===== config.mk =====
export PLATFORM = sky130hd
export DESIGN_NAME = psg_port_select
export DESIGN_NICKNAME = d
export VERILOG_FILES = /design/src/psg_pkg.sv /design/src/psg_pin_sampler.sv /design/src/psg_port_select.sv
export SDC_FILE = /design/constraint.sdc
export NUM_CORES = 1
export LEC_CHECK = 0
export ABC_CLOCK_PERIOD_IN_PS = 3200
export BUFFER_PORTS_ARGS = -buffer_cell sky130_fd_sc_hd__buf_2
export CAP_MARGIN = 20
export CORE_UTILIZATION = 48
export CTS_CLUSTER_SIZE = 8
export DETAILED_ROUTE_END_ITERATION = 16
export PLACE_DENSITY_LB_ADDON = 0.25
export SETUP_SLACK_MARGIN = 0.15
export SYNTH_ARGS = -nofsm -noshare
export SYNTH_HDL_FRONTEND = slang
export SYNTH_SLANG_ARGS = --single-unit

===== constraint.sdc =====
create_clock -name ref_clk -period 3.2 [get_ports ref_clk]
set_clock_uncertainty 0.1 [all_clocks]
set_input_delay 0.16 -clock ref_clk [delete_from_list [all_inputs] [get_ports ref_clk]]
set_output_delay 0.16 -clock ref_clk [all_outputs]
set_load 0.02 [all_outputs]

===== src/psg_pkg.sv =====
`default_nettype none
package psg_pkg;
  localparam logic [7:0] PinStatusLowOffset  = 8'h1c;
  localparam logic [7:0] PinStatusHighOffset = 8'h1d;
  localparam logic [7:0] PortSelectOffset    = 8'h1e;
  localparam logic [7:0] PinStatusLowReset   = 8'h00;
  localparam logic [7:0] PinStatusHighReset  = 8'h00;
  localparam logic [7:0] PortSelectReset     = 8'h01;
  localparam int         SelLinkABit         = 0;
  localparam int         SelLinkBBit         = 1;
  localparam int         SecondAddrEnBit     = 2;
  localparam int         PinCount            = 9;
  localparam logic [6:0] OwnAddrReset        = 7'h00;
  typedef enum logic [1:0] {
    RouteNone,
    RouteLinkA,
    RouteLinkB
  } psg_route_t;
endpackage
`default_nettype wire


===== src/psg_pin_sampler.sv =====
`default_nettype none
module psg_pin_sampler (
  input  wire logic                           ref_clk,
  input  wire logic                           rst,
  input  wire logic [psg_pkg::PinCount-1:0]   pinLevel,
  output logic      [psg_pkg::PinCount-1:0]   pinSample
);
  logic [psg_pkg::PinCount-1:0] sample_q;
  logic [psg_pkg::PinCount-1:0] sample_d;

  genvar i;
  generate
    for (i = 0; i < psg_pkg::PinCount; i++) begin : g_pin
      assign sample_d[i] = pinLevel[i];
    end
  endgenerate

  always_ff @(posedge ref_clk) begin
    if (rst) begin
      sample_q <= '0;
    end else begin
      sample_q <= sample_d;
    end
  end

  assign pinSample = sample_q;
endmodule
`default_nettype wire


===== src/psg_port_select.sv =====
`default_nettype none
module psg_port_select (
  input  wire logic                           ref_clk,
  input  wire logic                           rst,
  input  wire logic [psg_pkg::PinCount-1:0]   pinLevel,
  input  wire logic [6:0]                     ownBusAddress,
  input  wire logic                           duplicateMode,
  input  wire logic                           regWrite,
  input  wire logic                           regRead,
  input  wire logic [7:0]                     regAddr,
  input  wire logic [7:0]                     regWdata,
  input  wire logic [6:0]                     targetAddr,
  output logic      [7:0]                     regRdata,
  output logic                                addrMatch,
  output logic                                viaSecondAddr,
  output logic                                writeLinkA,
  output logic                                writeLinkB,
  output logic                                writeShared,
  output logic                                readLinkB,
  output logic                                remoteLinkBEnable
);

  logic [psg_pkg::PinCount-1:0] pinSample;
  logic                         selLinkA_q;
  logic                         selLinkA_d;
  logic                         selLinkB_q;
  logic                         selLinkB_d;
  logic                         secondEn_q;
  logic                         secondEn_d;
  logic [7:0]                   rdata_q;
  logic [7:0]                   rdata_d;
  logic                         addrMatch_q;
  logic                         addrMatch_d;
  logic                         viaSecond_q;
  logic                         viaSecond_d;
  logic                         writeLinkA_q;
  logic                         writeLinkA_d;
  logic                         writeLinkB_q;
  logic                         writeLinkB_d;
  logic                         writeShared_q;
  logic                         writeShared_d;
  logic                         readLinkB_q;
  logic                         readLinkB_d;
  logic                         remoteB_q;
  logic                         remoteB_d;
  logic [7:0]                   lowStatus;
  logic [7:0]                   highStatus;
  logic [7:0]                   selStatus;
  logic [6:0]                   secondAddr;
  logic                         isPrimary;
  logic                         isSecond;
  logic                         isMatch;
  logic                         selWrite;
  psg_pkg::psg_route_t          primaryRoute;
  psg_pkg::psg_route_t          accessRoute;

  // Pin sampling stage
  psg_pin_sampler u_sampler (
    .ref_clk   (ref_clk),
    .rst       (rst),
    .pinLevel  (pinLevel),
    .pinSample (pinSample)
  );

  // Status views of sampled pins and of the port select register
  always_comb begin
    lowStatus  = {pinSample[7:5], 1'b0, pinSample[3:0]};
    highStatus = {7'h00, pinSample[8]};
    selStatus  = {5'h00, secondEn_q, selLinkB_q, selLinkA_q};
  end

  // Target address decode
  always_comb begin
    secondAddr = 7'(ownBusAddress + 7'h01);
    isPrimary  = (targetAddr == ownBusAddress);
    isSecond   = secondEn_q && (targetAddr == secondAddr);
    isMatch    = isPrimary || isSecond;
    selWrite   = regWrite && isMatch && (regAddr == psg_pkg::PortSelectOffset);
  end

  // Port select register
  always_comb begin
    selLinkA_d = selLinkA_q;
    selLinkB_d = selLinkB_q;
    secondEn_d = secondEn_q;
    if (selWrite) begin
      selLinkA_d = regWdata[psg_pkg::SelLinkABit];
      selLinkB_d = regWdata[psg_pkg::SelLinkBBit];
      secondEn_d = regWdata[psg_pkg::SecondAddrEnBit];
    end
  end

  always_ff @(posedge ref_clk) begin
    if (rst) begin
      selLinkA_q <= psg_pkg::PortSelectReset[psg_pkg::SelLinkABit];
      selLinkB_q <= psg_pkg::PortSelectReset[psg_pkg::SelLinkBBit];
      secondEn_q <= psg_pkg::PortSelectReset[psg_pkg::SecondAddrEnBit];
    end else begin
      selLinkA_q <= selLinkA_d;
      selLinkB_q <= selLinkB_d;
      secondEn_q <= secondEn_d;
    end
  end

  // Read data register
  always_comb begin
    rdata_d = rdata_q;
    if (regRead && isMatch) begin
      unique case (regAddr)
        psg_pkg::PinStatusLowOffset:  rdata_d = lowStatus;
        psg_pkg::PinStatusHighOffset: rdata_d = highStatus;
        psg_pkg::PortSelectOffset:    rdata_d = selStatus;
        default:                      rdata_d = 8'h00;
      endcase
    end
  end

  always_ff @(posedge ref_clk) begin
    if (rst) begin
      rdata_q <= psg_pkg::PinStatusLowReset;
    end else begin
      rdata_q <= rdata_d;
    end
  end

  // Routing of the current access
  always_comb begin
    primaryRoute = psg_pkg::RouteNone;
    if (secondEn_q) begin
      primaryRoute = psg_pkg::RouteLinkA;
    end else if (selLinkB_q) begin
      primaryRoute = psg_pkg::RouteLinkB;
    end else if (selLinkA_q) begin
      primaryRoute = psg_pkg::RouteLinkA;
    end
    accessRoute = psg_pkg::RouteNone;
    if (isSecond) begin
      accessRoute = psg_pkg::RouteLinkB;
    end else if (isPrimary) begin
      accessRoute = primaryRoute;
    end
  end

  // Address match flags
  always_comb begin
    addrMatch_d = isMatch;
    viaSecond_d = isSecond;
  end

  always_ff @(posedge ref_clk) begin
    if (rst) begin
      addrMatch_q <= 1'b0;
      viaSecond_q <= 1'b0;
    end else begin
      addrMatch_q <= addrMatch_d;
      viaSecond_q <= viaSecond_d;
    end
  end

  // Steering pulses
  always_comb begin
    writeLinkA_d  = 1'b0;
    writeLinkB_d  = 1'b0;
    writeShared_d = 1'b0;
    readLinkB_d   = 1'b0;
    if (regWrite) begin
      writeShared_d = (accessRoute != psg_pkg::RouteNone);
      writeLinkA_d  = (accessRoute == psg_pkg::RouteLinkA) ||
                      (isPrimary && !secondEn_q && selLinkA_q);
      writeLinkB_d  = (accessRoute == psg_pkg::RouteLinkB);
    end
    if (regRead) begin
      readLinkB_d = (accessRoute == psg_pkg::RouteLinkB);
    end
  end

  always_ff @(posedge ref_clk) begin
    if (rst) begin
      writeLinkA_q  <= 1'b0;
      writeLinkB_q  <= 1'b0;
      writeShared_q <= 1'b0;
      readLinkB_q   <= 1'b0;
    end else begin
      writeLinkA_q  <= writeLinkA_d;
      writeLinkB_q  <= writeLinkB_d;
      writeShared_q <= writeShared_d;
      readLinkB_q   <= readLinkB_d;
    end
  end

  // Remote forwarding over link B
  always_comb begin
    remoteB_d = !duplicateMode || secondEn_q;
  end

  always_ff @(posedge ref_clk) begin
    if (rst) begin
      remoteB_q <= 1'b0;
    end else begin
      remoteB_q <= remoteB_d;
    end
  end

  assign regRdata          = rdata_q;
  assign addrMatch         = addrMatch_q;
  assign viaSecondAddr     = viaSecond_q;
  assign writeLinkA        = writeLinkA_q;
  assign writeLinkB        = writeLinkB_q;
  assign writeShared       = writeShared_q;
  assign readLinkB         = readLinkB_q;
  assign remoteLinkBEnable = remoteB_q;
endmodule
`default_nettype wire


======== Word-level counts from Yosys, hierarchy flattened ========
Index checks and enable logic that the tools add are counted.
storage, ports and cells
  input port bits ......................... 44
  register bits ........................... 27
  output and inout port bits .............. 15
  word-level logic and storage cells ...... 42
cells by class
  equal/unequal tests ..................... 7
  reductions and logical operators ........ 14
  bitwise logic cells ..................... 2
  muxes and demuxes ....................... 6
  add/sub/neg operators ................... 1
operator list
  kind                 count
  $eq 8x5->1 const B   3
  $pmux 8 s3           1
  $eq 7x7->1           2
  $mux 2               4
  $add 7x1->7 const B  1
  $logic_and 1x1->1    6
  $reduce_or 2->1      2
  $logic_or 1x1->1     3
  $eq 2x1->1 const B   1
  $eq 2x2->1 const B   1
  $logic_not 1->1      2
  $not 1->1            2
  $reduce_bool 2->1    1
  $mux 1               1

======== Longest topological paths before layout ========
Gate-level depths: netlist of the first run.
  depth in word-level cells ............... 7
  depth in mapped cells ................... 8
  mapped depth without buffers ............ 7

======== Cells and area by module ========
Synthesis of the first run repeated with hierarchy kept, for this count alone.
unflattened totals
  cells, all modules ...................... 140
  area, all modules ....................... 1270.0 um^2
by module, submodules not included
  module           cells an instance  area each (um^2)  sequential area each (um^2)  times used
  psg_port_select  122                1033.5            340.3                        1
  psg_pin_sampler  18                 236.5             180.2                        1

======== Worst setup path before layout of the first run ========
No wires, ideal clock.
  path kind ............................... input-to-reg
  start point ............................. in ownBusAddress[0]
  end point ............................... reg rdata_q[0] (netlist: regRdata[0])
  required time ........................... 2.979 ns
  arrival ................................. 1.574 ns
  setup slack ............................. 1.405 ns
  library setup time ...................... 0.121 ns
  stages .................................. 8
  path buffers ............................ 1
  cells stage by stage .................... ha_1 > xnor2_1 > nand3_1 > nor2_2 > a41oi_2 > nand2b_1 > buf_6 > mux2_4
on the way
  word-level cells in the longest chain between the ends .. 5
  elaborated cells on any way between the ends .. 6
  classes of those cells .................. add/sub: 1; eq/ne: 2; reduce/logical: 3
ends and longest elaborated chain
  item                    line                    text
  start: declaration      psg_port_select.sv:6    input wire logic [6:0] ownBusAddress,
  $add 7x1->7             psg_port_select.sv:74   secondAddr = 7'(ownBusAddress + 7'h01);
  $eq 7x7->1              psg_port_select.sv:76   isSecond = secondEn_q && (targetAddr == secondAddr);
  $logic_and 1x1->1       psg_port_select.sv:76
  $logic_or 1x1->1 (*)    psg_port_select.sv:77   isMatch = isPrimary || isSecond;
  $logic_and 1x1->1 (*)   psg_port_select.sv:108  if (regRead && isMatch) begin
  end signal: assignment  psg_port_select.sv:120  rdata_q <= psg_pkg::PinStatusLowReset;
  end signal: assignment  psg_port_select.sv:122  rdata_q <= rdata_d;
  end: declaration        psg_port_select.sv:30   logic [7:0] rdata_q;
Mark *: on every way between the ends. The rest lies on a longest branch, timed or not.
A chain may end at the register's enable or synchronous reset.

======== Worst setup path after layout of the first run ========
Same ends and word-level chain as after synthesis.

==> results.json, run 1 <==
{
  "status": "complete, no violations",
  "clk_pin_slew_worst_paths_ns": 0.12,
  "ios": 59,
  "nets": 233,
  "hold_violations": 0,
  "r2r_setup_slack_ns": 1.34,
  "core-area_mm2": 0.00228,
  "ys_async_sr_fraction_pct": 0,
  "postPlaceCellArea_mm2": 0.00146,
  "cp-endpoint": "regRdata[0]",
  "fin_tns_setup_ns": 0,
  "fp.dieH_um": 51.9,
  "clock_latency_ns": 0.31,
  "endpoint_kind": "register",
  "via_per_inst": 4.96,
  "num_rows": 17,
  "drc": 0,
  "avgSynthCellArea_um2": 9.57,
  "drv_slew": 0,
  "dieArea_mm2": 0.00270,
  "overflow": 0,
  "cp_top_family": "simple AND/OR/NAND/NOR gates",
  "setup_viol_count_final": 0,
  "slowest_delay_ns": 0.40,
  "grt_pass1_vias": 1028,
  "grt_usage_pct": 21.0,
  "h-tree-depth": 1,
  "crit_chain": "buf_2, ha_1, xnor2_1, nand3_1, nor2_2, a41oi_2, nand2b_1, mux2_4",
  "clockBufferDepth": 2,
  "leakage_nw": 0.734,
  "mostFrequentLayoutCell": "buf_2",
  "drt_iter0_drc": 8,
  "rsz0062_at_grt": "no",
  "finalInstanceArea_mm2": 0.00160,
  "fin_crit_ns": 1.93,
  "fp.dieW_um": 51.9,
  "diodes": 0,
  "startpoint": "ownBusAddress[0]",
  "hold_slack_ns": 0.0214,
  "final.period_utilization_pct": 60.2,
  "post_cts_buffers": 0,
  "ys_seq_area_share_pct": 41.8,
  "synth_flop_cell": "dfxtp_1",
  "rr_startpoint": "secondEn_q",
  "synth-seq-cells": 25,
  "ys_warn_count": 0,
  "synthCells": 125,
  "path_class": "in2reg",
  "synth_fp_nets": 170,
  "initial_utilization_pct": 52.6,
  "slew_headroom_pct": 61.9,
  "cp_max_fo": 7,
  "start_kind": "input port",
  "synth_area_mm2": 0.00120,
  "cts_tree": "done",
  "cts_root_buffer": "clkbuf_4",
  "cts.sinks": 25,
  "finalWirelength_um": 2580,
  "antenna_found_initial": 0,
  "vias": 1067,
  "worstPathArrival_ns": 2.04,
  "cts_buffers": 3,
  "dp_hpwl_um": 1960,
  "min_path_type": "in2reg",
  "synth_edf_count": 0,
  "final_cell_mix": "51 x buf_2, 25 x dfxtp_1, 12 x nor2b_1, 12 x dlygate4sd3_1, 10 x nand2b_1",
  "cap_violations": 0,
  "tightest_slew_ns": 0.566,
  "vdd_drop_max_mv": 0.268,
  "critical_path_buf_inv_count": 1,
  "grt_max_degree": 25,
  "firstDrtPassIters": 4,
  "grt_pass1_wl_um": 4170,
  "synth.distinct_cells": 37,
  "area_delta_synth_final_pct": 34.0,
  "drtAntennaViolNets": 0,
  "place_congestion": 0.818,
  "wl_per_cell_um": 12.0,
  "cp.depth": 8,
  "powerDensity_mw_per_mm2": 338,
  "r2r_end": "regRdata[0]",
  "fmax_mhz": 519,
  "drive_above_1_share_pct": 33.7,
  "port_buffers": 51,
  "slowest_stage": "nand2b_1",
  "cp_data_required_time_ns": 3.32,
  "rr_worst_depth": 5
}
-- per-layer routing --
layer	global-route usage [%]	share of wire, %	vias up
met5	0	0	-
met4	7.21	1.1	0
met3	6.14	4.3	4
met2	38.9	53	28
met1	22.2	41	490
li1	-	-	545
-- power breakdown --
part	leakage [nW]	internal (mW)	switching, mW
combinational	0.515	0.0471	0.0404
sequential	0.204	0.317	0.00162
clock	0.0150	0.0487	0.0871
-- cell families (layout without fill, tap and decap cells) --
kind of cell | count (synthesis) | in the layout | synth area share, %
other | 1 | 1 | 0.314
AOI/OAI and AO/OA | 11 | 11 | 7.11
muxes | 10 | 10 | 9.62
adders and majority gates | 1 | 1 | 1.05
xor gates and xnor gates | 11 | 11 | 8.05
and+or+nand+nor | 56 | 56 | 27.9
DFF | 25 | 25 | 41.8
buffers and inverters | 10 | 72 | 4.08
-- timing repair --
item | in CTS | in global routing
endpoints found under the setup margin | 0 | 0
resized for setup | 0 | 0
hold buffers | 12 | 0
hold endpoints to repair | 12 | 0
-- area by class of cell --
type	count	area [µm²]
flip-flops and latches	25	500
multi-input cells	90	647
clock buffers	4	26.3
repair buffers	63	375
fillers	170	673
inverters	5	18.8
well taps	28	35.0
-- worst reg2reg max path, stage by stage, from the launching register on --
cell and delay (ns):
dfxtp_1 0.44, nand3_1 0.11, nor2_2 0.15, a41oi_2 0.18, nand2b_1 0.40, mux2_4 0.39
-- metrics by stage --
step           setup slack (ns)  total power, mW  instances  util (%)
6_report                   1.27            0.542        215      70.4
5_1_grt                    1.20            0.569        215      70.4
4_1_cts                    1.30            0.547        215      70.4
3_5_place_dp              0.947            0.402        199      64.0
3_3_place_gp               1.03            0.398        199      64.0
2_1_floorplan              1.41            0.368        125         -
-- how the worst min path moves through the flow --
stage,endpoint,slack [ns],depth (start not counted),from
after floorplan,remoteLinkBEnable,0.16,1,duplicateMode
after global placement,remoteLinkBEnable,0.24,2,duplicateMode
after detailed placement,remoteLinkBEnable,0.25,2,duplicateMode
after CTS,readLinkB,0.009,2,regRead
after global routing,readLinkB,0.006,2,regRead
final,readLinkB,0.02,2,regRead
-- sequential cells by signal, summed over array words and instances (netlist names) --
register / cells
addrMatch: 1
readLinkB: 1
regRdata: 7
remoteLinkBEnable: 1
secondEn_q: 1
selLinkA_q: 1
selLinkB_q: 1
u_sampler.pinSample: 8
viaSecondAddr: 1
writeLinkA: 1
writeLinkB: 1
writeShared: 1
-- cells in the mapped netlist (all sizes together) (4+ instances only) --
| master | instances | area share [%] |
|---|---|---|
| mux2i | 7 | 5.9 |
| xor2 | 4 | 2.9 |
| nand2 | 4 | 1.3 |
| nor2 | 8 | 2.7 |
| nand3 | 6 | 2.5 |
| inv | 5 | 1.6 |
| xnor2 | 7 | 5.1 |
| nor2b | 12 | 6.3 |
| nand2b | 10 | 5.2 |
| dfxtp | 25 | 42 |
(Power assumes the default switching activity.)
==> inputs of run 2 (changes only) <==
ABC_CLOCK_PERIOD_IN_PS = 1800   (was 3200)
CORE_UTILIZATION = 45   (was 48)
clock period = 1.8 ns   (was 3.2 ns; I/O delays follow)
==> results.json, run 2 (same netlist as run 1, synthesis figures left out) <==
{
  "status": "complete, no violations",
  "initial_utilization_pct": 47.8,
  "ios": 59,
  "combPwrFrac_pct": 17.0,
  "power_frac_clock_pct": 25.2,
  "drive_above_1_share_pct": 38.5,
  "drt_iter0_drc": 7,
  "grt_pass1_vias": 1018,
  "grt_max_degree": 25,
  "p_int_mw": 0.738,
  "firstDrtPassIters": 4,
  "rr_startpoint": "secondEn_q",
  "largest_reg_flops": 8,
  "slowest_delay_ns": 0.39,
  "diodes": 0,
  "setup_viol_count_final": 0,
  "mostFrequentLayoutCell": "buf_2",
  "overflow": 0,
  "antenna_found_initial": 0,
  "slowest_stage": "nor4b_2",
  "powerDensity_mw_per_mm2": 574,
  "drtAntennaViolNets": 0,
  "clk_pin_slew_worst_paths_ns": 0.13,
  "endpoint_kind": "register",
  "cp_max_fo": 4,
  "core-area_mm2": 0.00250,
  "leakage_nw": 0.785,
  "cts_buffers": 3,
  "cp_top_family": "simple AND/OR/NAND/NOR gates",
  "final_cell_mix": "51 x buf_2, 25 x dfxtp_1, 14 x dlygate4sd3_1",
  "wl_per_cell_um": 11.9,
  "r2r_setup_slack_ns": 0.25,
  "grt_pass1_wl_um": 4030,
  "hold_violations": 0,
  "port_buffers": 51,
  "worstPathArrival_ns": 1.71,
  "r2r_end": "selLinkA_q",
  "critical_path_buf_inv_count": 0,
  "fp.dieH_um": 53.6,
  "pre_cts_slack_ns": -0.0230,
  "place_congestion": 0.830,
  "path_class": "reg2reg",
  "finalWirelength_um": 2670,
  "min_path_type": "in2reg",
  "dp_hpwl_um": 2000,
  "cts_tree": "done",
  "rr_worst_depth": 5,
  "rsz0062_at_grt": "yes",
  "crit_chain": "nand3_1, nor2_2, a41oi_2, nor4b_2, a2bb2oi_1",
  "nets": 241,
  "vias": 1100,
  "vdd_drop_max_mv": 0.651,
  "startpoint": "secondEn_q",
  "cp-endpoint": "selLinkA_q",
  "grt_usage_pct": 19.9,
  "fin_tns_setup_ns": 0,
  "fmax_mhz": 645,
  "area_delta_synth_final_pct": 42.8,
  "dieArea_mm2": 0.00287,
  "fin_crit_ns": 1.55,
  "fp.dieW_um": 53.6,
  "clockBufferDepth": 2,
  "start_kind": "register",
  "finalNonFillerCells": 225,
  "p_sw_share_pct": 24.6,
  "finalInstanceArea_mm2": 0.00171,
  "drc": 0,
  "num_rows": 18,
  "total_power_mw": 0.980,
  "cts.sinks": 25,
  "dp_cells": 207,
  "pwr-share-seq_pct": 57.9,
  "final.period_utilization_pct": 86.2,
  "drv_slew": 0,
  "cts_root_buffer": "clkbuf_4",
  "cp.depth": 5,
  "via_per_inst": 4.89,
  "clock_latency_ns": 0.31,
  "h-tree-depth": 1,
  "cp_data_required_time_ns": 1.95,
  "postPlaceCellArea_mm2": 0.00153,
  "p_switching_mw": 0.241,
  "worst_slack_ns": 0.249,
  "cap_violations": 0
}
==> run 2: cell types whose count changed in the layout (fill, tap and decap cells not counted), sizes merged <==
cell | previous run | this run
buf | 51 | 57
dlygate4sd3 | 12 | 14
clkbuf | 4 | 3
clkinv | 0 | 1
==> run 2: how the worst min path moves through the flow <==
| stage | start | endpoint | slack, ns | cells past startpoint |
|---|---|---|---|---|
| after floorplan | duplicateMode | remoteLinkBEnable | 0.09 | 1 |
| after detailed placement | duplicateMode | remoteLinkBEnable | 0.18 | 2 |
| after global routing | rst | u_sampler.pinSample[2] | 0.06 | 2 |
| after CTS | rst | viaSecondAddr | 0.05 | 2 |
| after global placement | duplicateMode | remoteLinkBEnable | 0.17 | 2 |
| final | rst | u_sampler.pinSample[5] | 0.06 | 2 |
==> run 2: stage by stage <==
| step | hold WS, ns | util, % |
|---|---|---|
| 3_3_place_gp | 0.172 | 61.4 |
| 2_1_floorplan | 0.0859 | - |
| 6_report | 0.0583 | 68.3 |
| 4_1_cts | 0.0496 | 68.1 |
| 3_5_place_dp | 0.179 | 61.4 |
| 5_1_grt | 0.0631 | 68.3 |
==> run 2: routing by layer <==
| layer | global-route usage [%] | vias to the layer above | part of all wire (%) |
|---|---|---|---|
| met2 | 39.4 | 29 | 54 |
| li1 | - | 562 | - |
| met1 | 20.2 | 503 | 42 |
| met4 | 5.26 | 0 | 1.3 |
| met3 | 5.08 | 6 | 3.1 |
| met5 | 0 | - | 0 |
==> run 2: power groups by stage <==
stage               logic (mW)  clock network (mW)  registers, mW
detailed placement       0.142                   0          0.579
floorplan               0.0762                   0          0.580
finish                   0.166               0.247          0.567
global placement         0.136                   0          0.579
global route             0.182               0.279          0.568
CTS                      0.165               0.257          0.567
==> run 2: layout make-up <==
cell class | instances | area (µm²)
clock buffer | 3 | 22.5
clock inverter | 1 | 5.00
fill | 205 | 792
inverter | 5 | 18.8
multi-input combinational | 90 | 683
sequential | 25 | 500
tap | 30 | 37.5
timing repair buffer | 71 | 440
==> run 2: worst register-to-register path: cells and delay by family (launching register included) <==
family	cells	cell delay [ns]
flops	1	0.38
compound gates	2	0.36
simple gates	3	0.65
==> run 2: timing repair <==
action                                 in CTS  in global routing
endpoints found under the hold margin      14                  0
hold buffers                               14                  0
resized for setup                           0                  1
setup endpoints to repair                   0                  1
setup buffers                               0                  0
==> inputs of run 3 (changes only) <==
CELL_PAD_IN_SITES_DETAIL_PLACEMENT = 0   (was default)
CELL_PAD_IN_SITES_GLOBAL_PLACEMENT = 2   (was default)
CORE_UTILIZATION = 25   (was 45)
==> results.json, run 3 (same netlist as run 1, synthesis figures left out) <==
{
  "postPlaceCellArea_mm2": 0.00158,
  "fin_tns_setup_ns": 0,
  "final_cell_mix": "51 x buf_2, 25 x dfxtp_1, 12 x nor2b_1, 12 x dlygate4sd3_1, 10 x buf_4",
  "largest_reg_flops": 8,
  "pwr-share-seq_pct": 53.0,
  "dp_hpwl_um": 2150,
  "fin_crit_ns": 1.57,
  "drc": 0,
  "p_switching_mw": 0.251,
  "dp_cells": 232,
  "grt_max_degree": 25,
  "cap_violations": 0,
  "nets": 243,
  "clk_pin_slew_worst_paths_ns": 0.08,
  "start_kind": "input port",
  "setup_viol_count_final": 0,
  "port_buffers": 51,
  "path_class": "in2reg",
  "fmax_mhz": 639,
  "wl_per_cell_um": 11.0,
  "num_rows": 24,
  "firstDrtPassIters": 6,
  "initial_utilization_pct": 26.7,
  "cp_data_required_time_ns": 1.89,
  "fp.dieW_um": 71.2,
  "vias": 1060,
  "via_per_inst": 4.26,
  "slowest_delay_ns": 0.28,
  "leakage_nw": 0.821,
  "mostFrequentLayoutCell": "buf_2",
  "rsz0062_at_grt": "no",
  "clock_latency_ns": 0.26,
  "p_sw_share_pct": 23.5,
  "grt_usage_pct": 11.0,
  "powerDensity_mw_per_mm2": 594,
  "drive_above_1_share_pct": 40.6,
  "worstPathArrival_ns": 1.66,
  "finalInstanceArea_mm2": 0.00180,
  "hold_slack_ns": 0.0189,
  "grt_pass1_vias": 1009,
  "drtAntennaViolNets": 0,
  "dieArea_mm2": 0.00507,
  "p_int_mw": 0.817,
  "endpoint_kind": "register",
  "vdd_drop_max_mv": 0.346,
  "cts_buffers": 3,
  "slowest_stage": "nor4_1",
  "overflow": 0,
  "hold_violations": 0,
  "cp_top_family": "simple AND/OR/NAND/NOR gates",
  "drv_slew": 0,
  "grt_pass1_wl_um": 4400,
  "cts_root_buffer": "clkbuf_8",
  "cp_max_fo": 4,
  "fp.dieH_um": 71.2,
  "core-area_mm2": 0.00447,
  "area_delta_synth_final_pct": 50.3,
  "place_congestion": 0.782,
  "cts_tree": "done",
  "combPwrFrac_pct": 16.6,
  "drt_iter0_drc": 28,
  "diodes": 0,
  "critical_path_buf_inv_count": 2,
  "cts.sinks": 25,
  "h-tree-depth": 1,
  "final.period_utilization_pct": 87.0,
  "clockBufferDepth": 2,
  "antenna_found_initial": 0,
  "status": "complete, no violations",
  "finalNonFillerCells": 249,
  "crit_chain": "buf_2, ha_4, xnor2_1, nand3_1, nor2_2, a41oi_4, nor4_1, buf_4, o2bb2ai_1",
  "ios": 59,
  "min_path_type": "in2reg",
  "power_frac_clock_pct": 30.4,
  "finalWirelength_um": 2730,
  "r2r_setup_slack_ns": 0.26
}
## run 3: changes by cell type in the layout (fill, tap and decap cells not counted), sizes merged
cell / before / now
clkbuf: 3 / 4
dlygate4sd3: 14 / 12
clkinv: 1 / 0
buf: 57 / 61
## run 3: worst paths after layout
check	endpoint	cells past startpoint	startpoint
worst min register to register	regRdata[7]	2	u_sampler.pinSample[7]
worst min-delay path	readLinkB	2	regRead
worst max register to register	secondEn_q	6	secondEn_q
worst max-delay path	secondEn_q	9	ownBusAddress[0]
## run 3: power by group through the flow
stage | clock network [mW] | logic [mW] | registers [mW]
2_1_floorplan | 0 | 0.0762 | 0.580
3_3_place_gp | 0 | 0.144 | 0.579
3_5_place_dp | 0 | 0.148 | 0.579
4_1_cts | 0.334 | 0.168 | 0.566
5_1_grt | 0.357 | 0.196 | 0.567
6_report | 0.325 | 0.178 | 0.566
## run 3: timing repair
| action | CTS | global route |
|---|---|---|
| pin swaps | 0 | 1 |
| setup endpoints to repair | 1 | 10 |
| endpoints found under the hold margin | 12 | 0 |
| hold buffers | 12 | 0 |
| gates resized for setup | 0 | 5 |
| setup buffers | 0 | 1 |
## run 3: cell type report
cell class	count	area, µm²
Fill cell	470	2680
Multi-Input combinational cell	90	718
Inverter	5	18.8
Tap cell	52	65.1
Sequential cell	25	500
Timing Repair Buffer	73	450
Clock buffer	4	45.0
## run 3: routing by layer
layer | vias to the layer above | GRT usage (%) | routed length [µm]
li1 | 562 | - | -
met1 | 470 | 13.4 | 1270
met2 | 26 | 19.2 | 1340
met3 | 2 | 3.13 | 113
met4 | 0 | 2.67 | 19
met5 | - | 0 | 0
## run 3: worst reg2reg max path, stage by stage (launching register included)
cell	delay, ns
dfxtp_1	0.34
nand3_1	0.08
nor2_2	0.20
a41oi_4	0.18
nor4_1	0.28
buf_4	0.18
o2bb2ai_1	0.12
## run 3: per-stage QoR
stage | util [%] | power (mW) | worst slack, ns
floorplan | - | 0.657 | 0.163
global placement | 35.4 | 0.723 | -0.0384
detailed placement | 35.4 | 0.727 | -0.124
CTS | 39.1 | 1.07 | 0.146
global route | 40.2 | 1.12 | 0.145
finish | 40.2 | 1.07 | 0.234
